==> config.mk <==
export PLATFORM = sky130hd
export DESIGN_NAME = dual_channel_split_pwm
export DESIGN_NICKNAME = d
export VERILOG_FILES = /design/src/rtl/pwm_channel.v /design/src/rtl/dual_channel_split_pwm.v
export VERILOG_INCLUDE_DIRS = /design/src /design/src/shared
export SDC_FILE = /design/constraint.sdc
export NUM_CORES = 1
export LEC_CHECK = 0
export ABC_AREA = 1
export BUFFER_PORTS_ARGS = -buffer_cell sky130_fd_sc_hd__buf_2
export CAP_MARGIN = 30
export CORE_MARGIN = 5
export CORE_UTILIZATION = 50
export DETAILED_ROUTE_END_ITERATION = 10
export PLACE_DENSITY = 0.71
export SYNTH_ARGS = -nofsm -noshare
export SYNTH_HDL_FRONTEND = slang
export SYNTH_HIERARCHICAL = 1
export SYNTH_SLANG_ARGS = --single-unit
==> constraint.sdc <==
create_clock -name mclk -period 2.43 [get_ports mclk]
set_input_delay 0.243 -clock mclk [delete_from_list [all_inputs] [get_ports mclk]]
set_output_delay 0.243 -clock mclk [all_outputs]
set_load 0.01 [all_outputs]
==> src/shared/split_pwm_defs.vh <==
// Constants for the dual channel split pulse width modulator
// Assumes a plain register port with one-cycle strobes
`ifndef SPLIT_PWM_DEFS_VH
`define SPLIT_PWM_DEFS_VH

`define ADDR_DUTY0      4'h0
`define ADDR_DUTY1      4'h1
`define ADDR_PORTDIR    4'h2
`define ADDR_PORTLATCH  4'h3
`define ADDR_MODECFG    4'h4
`define ADDR_PADSTATE   4'h5
`define ADDR_STATUS     4'h6

`define DUTY_RESET      8'h00
`define PORTDIR_RESET   2'h3
`define PORTLATCH_RESET 2'h0
`define MODE_RESET      1'h0

`define MODE_62         1'h0
`define MODE_71         1'h1

`define CYCLE_LAST      8'hff

`endif

==> src/rtl/pwm_channel.v <==
// One modulator channel: computes the waveform from the count and duty
// Assumes count and mode come from the same clock domain
`timescale 1ns/1ns
`include "split_pwm_defs.vh"

module pwm_channel (
    // Clock and reset
    input  wire       mclk,
    input  wire       rstn,
    // Control
    input  wire       modeSel,
    input  wire [7:0] cycleCount,
    input  wire [7:0] dutyLive,
    // Waveform
    output reg        wave
);

    reg        next_wave;
    reg  [6:0] coarseDuty;
    reg  [1:0] fineSpreadCount;
    reg  [1:0] subIndex;
    reg  [6:0] subCount;
    reg  [7:0] highLen;

    always @* begin
        if (modeSel == `MODE_62) begin
            // RL6 bit split 6+2
            coarseDuty      = {1'b0, dutyLive[7:2]};
            fineSpreadCount = dutyLive[1:0];
            // RL5 four 64-clock sub-cycles
            subIndex        = cycleCount[7:6];
            subCount        = {1'b0, cycleCount[5:0]};
        end else begin
            // RL9 bit split 7+1
            coarseDuty      = dutyLive[7:1];
            fineSpreadCount = {1'b0, dutyLive[0]};
            // RL8 two 128-clock sub-cycles
            subIndex        = {1'b0, cycleCount[7]};
            subCount        = cycleCount[6:0];
        end
        // RL7 RL10 extra clock when index below fine count
        if (subIndex < fineSpreadCount)
            highLen = {1'b0, coarseDuty} + 8'h01;
        else
            highLen = {1'b0, coarseDuty};
        // RL17 high from start of sub-cycle
        next_wave = ({1'b0, subCount} < highLen);
    end

    always @(posedge mclk) begin
        if (!rstn) begin
            wave <= 1'b0;
        end else begin
            wave <= next_wave;
        end
    end

endmodule // pwm_channel

==> src/rtl/dual_channel_split_pwm.v <==
// Dual channel 8-bit split pulse width modulator with Port A pin gating
// Assumes one 10 MHz clock, a plain register port and external pad logic
//
// Notes on behaviour
// RL1 - Two independent channels, each with its own 8-bit duty register.
// RL2 - One mode option picks 6+2 or 7+1 for both channels.
// RL3 - Counter advances each system clock; full cycle is 256 clocks.
// RL4 - Hardware divides sub-cycles; software only writes duty and mode.
// RL5 - In 6+2 mode four sub-cycles of 64 clocks each.
// RL6 - In 6+2 mode bits 7..2 coarse, bits 1..0 fine.
// RL7 - 6+2: sub-cycle high coarse+1 when index below fine, else coarse.
// RL8 - In 7+1 mode two sub-cycles of 128 clocks each.
// RL9 - In 7+1 mode bits 7..1 coarse, bit 0 fine.
// RL10 - 7+1: sub-cycle high coarse+1 when index below fine, else coarse.
// RL11 - Channel 0 drives port line 0, channel 1 drives line 1.
// RL12 - Software clears direction bit to make pin an output.
// RL13 - Software loads duty before enabling output via latch bit.
// RL14 - Latch bit 1 with output direction passes waveform to pin.
// RL15 - Latch bit 0 forces the pin low.
// RL16 - Direction bit 1 makes the pin a plain input, no waveform.
// RL17 - Output high from sub-cycle start for computed clocks, then low.
// RL18 - New duty value takes effect at the next full cycle start.
//
// Strobed register access and the placing of the registers were left to the implementer.
`timescale 1ns/1ns
`include "split_pwm_defs.vh"

module dual_channel_split_pwm (
    // Clock and reset
    input  wire       mclk,
    input  wire       rstn,
    // Register port
    input  wire [3:0] regAddr,
    input  wire [7:0] regWdata,
    input  wire       regWrite,
    input  wire       regRead,
    output reg  [7:0] regRdata,
    // Port A lines 0 and 1
    input  wire [1:0] padIn,
    output reg  [1:0] padOut,
    output reg  [1:0] padOe
);

    ////////////////////////////////////////////////////////////////////
    // Registers

    reg  [7:0] dutyValueCh0;
    reg  [7:0] dutyValueCh1;
    reg  [7:0] dutyLive0;
    reg  [7:0] dutyLive1;
    reg  [1:0] portADirection;
    reg  [1:0] portAOutputLatch;
    reg        modeSel;
    reg  [7:0] cycleCount;
    reg  [1:0] padSync1;
    reg  [1:0] padSync2;
    reg  [7:0] next_rdata;
    reg  [1:0] next_padOut;
    reg  [1:0] next_padOe;
    wire       wave0;
    wire       wave1;
    wire       cycleEnd;

    assign cycleEnd = (cycleCount == `CYCLE_LAST);

    always @(posedge mclk) begin
        if (!rstn) begin
            dutyValueCh0     <= `DUTY_RESET;
            dutyValueCh1     <= `DUTY_RESET;
            portADirection   <= `PORTDIR_RESET;
            portAOutputLatch <= `PORTLATCH_RESET;
            modeSel          <= `MODE_RESET;
        end else if (regWrite) begin
            case (regAddr)
                // RL1 duty registers per channel
                `ADDR_DUTY0:     dutyValueCh0     <= regWdata;
                `ADDR_DUTY1:     dutyValueCh1     <= regWdata;
                `ADDR_PORTDIR:   portADirection   <= regWdata[1:0];
                `ADDR_PORTLATCH: portAOutputLatch <= regWdata[1:0];
                // RL2 one mode for both channels
                `ADDR_MODECFG:   modeSel          <= regWdata[0];
                default: begin
                end
            endcase
        end
    end

    ////////////////////////////////////////////////////////////////////
    // Cycle counter and duty take-over

    always @(posedge mclk) begin
        if (!rstn) begin
            cycleCount <= 8'h00;
            dutyLive0  <= `DUTY_RESET;
            dutyLive1  <= `DUTY_RESET;
        end else begin
            // RL3 one count per system clock
            cycleCount <= cycleCount + 8'h01;
            // RL18 duty loads at cycle boundary
            if (cycleEnd) begin
                dutyLive0 <= dutyValueCh0;
                dutyLive1 <= dutyValueCh1;
            end
        end
    end

    ////////////////////////////////////////////////////////////////////
    // Channels

    // RL4 sub-cycle split done in hardware
    pwm_channel u_ch0 (
        .mclk       (mclk),
        .rstn       (rstn),
        .modeSel    (modeSel),
        .cycleCount (cycleCount),
        .dutyLive   (dutyLive0),
        .wave       (wave0)
    );

    pwm_channel u_ch1 (
        .mclk       (mclk),
        .rstn       (rstn),
        .modeSel    (modeSel),
        .cycleCount (cycleCount),
        .dutyLive   (dutyLive1),
        .wave       (wave1)
    );

    ////////////////////////////////////////////////////////////////////
    // Pin gating

    always @* begin
        // RL11 channel to line mapping
        // RL14 latch bit gates waveform
        // RL15 latch low forces pin low
        next_padOut[0] = portAOutputLatch[0] & wave0;
        next_padOut[1] = portAOutputLatch[1] & wave1;
        // RL16 direction 1 releases the pin
        next_padOe     = ~portADirection;
    end

    always @(posedge mclk) begin
        if (!rstn) begin
            padOut   <= 2'h0;
            padOe    <= 2'h0;
            padSync1 <= 2'h0;
            padSync2 <= 2'h0;
        end else begin
            padOut   <= next_padOut;
            padOe    <= next_padOe;
            padSync1 <= padIn;
            padSync2 <= padSync1;
        end
    end

    ////////////////////////////////////////////////////////////////////
    // Read back

    always @* begin
        case (regAddr)
            `ADDR_DUTY0:     next_rdata = dutyValueCh0;
            `ADDR_DUTY1:     next_rdata = dutyValueCh1;
            `ADDR_PORTDIR:   next_rdata = {6'h00, portADirection};
            `ADDR_PORTLATCH: next_rdata = {6'h00, portAOutputLatch};
            `ADDR_MODECFG:   next_rdata = {7'h00, modeSel};
            // Input lines read the pad, output lines read the latch
            `ADDR_PADSTATE:  next_rdata = {6'h00,
                (portADirection & padSync2) |
                (~portADirection & portAOutputLatch)};
            `ADDR_STATUS:    next_rdata = {4'h0, padOut, wave1, wave0};
            default:         next_rdata = 8'h00;
        endcase
    end

    always @(posedge mclk) begin
        if (!rstn) begin
            regRdata <= 8'h00;
        end else if (regRead) begin
            regRdata <= next_rdata;
        end else begin
            regRdata <= 8'h00;
        end
    end

endmodule // dual_channel_split_pwm

==> impl_summary.log <==
[metrics] status: finished, final reports clean
[metrics] XOR/XNOR Fraction of Synth Area: 2.82%
[metrics] fraction of the mapped netlist area in simple logic gates: 31.3%
[metrics] Cell variety after synth: 32
[metrics] Critical Path Source Type: register
[metrics] count of clock tree sinks: 63
[metrics] Period minus WS final: 2250 ps
[metrics] EDFF count, synth: 0
[metrics] Clock Path Buffers: 2
[metrics] CTS tree: yes
[metrics] placer's final routability congestion estimate: 0.842
[metrics] Top Usage Layer GRT: met2
[metrics] Final Util: 56.6%
[metrics] # nets final: 533
[metrics] final antenna-violating net count: 0
[metrics] net count of the mapped netlist: 501
[metrics] clock skew after layout: 9.11 ps
[metrics] CP Data Required Time: 2710 ps
[metrics] met3 track demand over resource: 3.25%
[metrics] maximum number of pins on one net before global-route repair: 33
[metrics] Final Hold Fails: 0
[metrics] iteration-0 DRC count of the detailed router: 161
[metrics] remaining global-route overflow: 0
[metrics] H-tree level count: 3
[metrics] Clock transition at path regs: 80 ps
[metrics] total design power: 2.03 mW
[metrics] GR Util met2: 30.6%
[metrics] antenna fix cells: 0
[metrics] master cell of the clock root buffer: clkbuf_8
[metrics] number of violations of the max-capacitance limit: 0
[metrics] flop and latch count out of synthesis: 63
[metrics] critical path start-end classification: reg -> reg
[metrics] count of filler cells inserted in the layout: 630
[metrics] worst stage delay on the critical path: 370 ps
[metrics] number of global-route vias before repair: 2833
[metrics] number of warnings reported in the yosys synthesis log: 6
[metrics] IO buf count: 29
[metrics] synthesized-area fraction occupied by adder cells: 6.22%
[metrics] Max rail drop VDD: 0.300 mV
[metrics] RSZ-0062 raised after global routing: false
[metrics] average instance area after synthesis: 7.34 um2
[metrics] total vias in the final route: 2973
[metrics] dominant combinational cell family by area after synthesis: simple AND/OR/NAND/NOR gates
[metrics] Std-Cell Core Area: 0.00672 mm2
[metrics] post-synthesis async set-or-reset flop share: 0%
[metrics] number of rows created at floorplan: 30
[metrics] combined global-route utilization of all metal layers: 18.3%
[metrics] number of detailed-routing iterations run before antenna repair: 4
[metrics] final wirelength: 7.33 mm
[metrics] data arrival time of the worst path: 2520 ps
[metrics] DRC violations left: 0
[metrics] leakage power total: 1.71 nW
[metrics] power density over the cells: 533 mW/mm2
[metrics] cell with the biggest individual delay on the critical path: dfxtp_2
[metrics] routed length per placed instance: 12.6 um
[metrics] endpoint kind of the worst setup timing path: register
[metrics] Final Max Slew Viols: 0
[metrics] die area: 0.00860 mm2
[metrics] dominant register cell in the synthesized netlist: dfxtp_1
[metrics] global-route track usage on met1: 23.3%
[metrics] worst rel slew slack: 46.6%
[metrics] CP max FO: 9
[metrics] final-report setup violation count: 0
[metrics] Hold Path Class: in -> reg
[metrics] antenna violations before repair: 0
[metrics] multiplexer area fraction after synthesis: 0%
[metrics] area growth from synthesis to final layout: 11.1%
[metrics] number of top-level design ports: 30
[metrics] area fraction in compound gates after synthesis: 13.3%
[metrics] via density per instance: 5.10
[metrics] post-DP HPWL: 5.56 mm
[metrics] post-synthesis instance area: 0.00342 mm2
[metrics] summed negative setup slack over all endpoints: 0 ps
[metrics] slew at the pin with the worst max-slew slack: 801 ps
[metrics] synthesized netlist cell count: 466
[metrics] final clock period utilization by the worst path: 92.4%
[metrics] overall die width: 92.7 um
[metrics] portion of the post-synthesis area used by sequential elements: 36.9%
[metrics] y dimension of the die: 92.7 um
[metrics] number of clock buffers inserted by TritonCTS: 9
[metrics] hold-fix buffer count after cts: 0
[metrics] share of layout cells above drive strength 1: 20.7%
[metrics] critical path cell sequence: inv_2, nand2_1, ha_1, nand2_2, nand2_4, inv_1, nand2_1, nor3_2, xor2_1, ha_1, a21oi_1, nand3b_1, nand3_1, a21oi_2
[metrics] first-pass GRT wire length: 12.7 mm
[metrics] worst-case register-to-register setup slack: 180 ps
[metrics] upper clock frequency limit: 445 MHz
[metrics] clk_lat worst skew: 340 ps
[metrics] initial core utilization: 50.9%
==> kinds of logic after synthesis <==
| logic type | Yosys count |
|---|---|
| AO/OA/AOI/OAI | 86 |
| XOR/XNOR | 11 |
| adder cells (fa/ha/maj) | 17 |
| buffers and inverters | 76 |
| flip-flops | 63 |
| AND/OR/NAND/NOR | 213 |
==> cell usage after synthesis (3+ instances only) <==
master,number,area share (%)
nor2_2,6,1.1
dfxtp_1,63,37
ha_1,17,6.2
xnor2_1,4,1.0
o21ai_1,8,1.2
nand3_1,44,6.4
xor2_1,7,1.8
o21ai_0,23,3.4
nor2_1,24,2.6
nor2_4,8,2.6
nand2_2,18,3.3
a21oi_1,47,6.9
nand2_1,98,11
clkbuf_1,4,0.44
inv_2,5,0.55
buf_6,4,1.3
nand3b_1,4,0.88
inv_1,58,6.4
nand2_4,3,0.99
==> final cells by class <==
| type | instances | area (um2) | area share, % |
|---|---|---|---|
| clock buffers | 9 | 124 | 3.26 |
| clock inverters | 7 | 55.1 | 1.45 |
| inverters | 63 | 236 | 6.22 |
| multi-input cells | 327 | 1840 | 48.4 |
| flip-flops and latches | 63 | 1260 | 33.2 |
| well taps | 80 | 100 | 2.63 |
| repair buffers | 34 | 183 | 4.81 |
==> critical path, delay by kind of cell, from the launching register on <==
family                   cells  cell delay [ps]
AND/OR/NAND/NOR              7              660
adder cells (fa/ha/maj)      2              540
flip-flops                   1              370
AO/OA/AOI/OAI                2              270
XOR/XNOR                     1              180
buffers and inverters        2              170
==> through the flow <==
stage | setup WS [ps] | cell area [um2] | instances | hold slack, ps
3_3_place_gp | 192 | 3620 | 567 | 394
6_report | 184 | 3800 | 583 | 78.2
2_1_floorplan | 32.5 | 3420 | 466 | 341
3_5_place_dp | 80.5 | 3620 | 567 | 401
4_1_cts | 40.9 | 3790 | 583 | 72.4
5_1_grt | 13.8 | 3800 | 583 | 82.4
==> report_power, final <==
group	internal, mW	switching [mW]	leakage [nW]
combinational	0.0459	0.0845	1.11
clock	0.382	0.444	0.0919
sequential	1.05	0.0188	0.511
total	1.48	0.547	1.71
==> layout by cell type (no fill, tap or decap), types with 2 or more instances in the layout <==
cell type	count
a21oi_1	46
clkinv_2	2
nor2_4	8
o21ai_1	8
dfxtp_2	2
nand2_2	18
inv_1	58
dfxtp_1	61
clkbuf_8	9
nor2_2	6
nand3_1	44
nand3b_1	4
ha_1	17
inv_6	2
nor2_1	24
nand4_2	2
xor2_1	7
buf_2	29
o21ai_0	23
a21oi_2	3
xnor2_1	4
nor3_2	2
buf_4	5
nand2_1	98
nand3_2	2
nand2_4	3
inv_2	5
o21ai_2	2
o211ai_1	2
==> repair_timing <==
action | 4_1_cts | 5_1_grt
gates resized for setup | 0 | 3
buffers inserted | 0 | 0
setup endpoints to repair | 0 | 2
==> layer usage <==
metal | wire, um | up-vias
met4 | 116 | 0
met5 | 0 | -
met3 | 329 | 10
li1 | - | 1562
met2 | 3570 | 56
met1 | 3310 | 1345
==> worst paths after layout <==
check | startpoint | cells after the start | end
min reg2reg | padSync1[1] | 2 | padSync2[1]
max | modeSel | 14 | u_ch1/wave
max reg2reg | modeSel | 14 | u_ch1/wave
min | padIn[1] | 3 | padSync1[1]
==> state kept, by name, summed over array words and instances, names as in the netlist, 2 cells and up <==
register          count
padSync2              2
regRdata              8
dutyValueCh0          8
portADirection        2
dutyLive0             8
cycleCount            8
dutyLive1             8
padSync1              2
dutyValueCh1          8
padOut                2
padOe                 2
portAOutputLatch      2
Note: power is estimated with default switching activity, not from simulation.
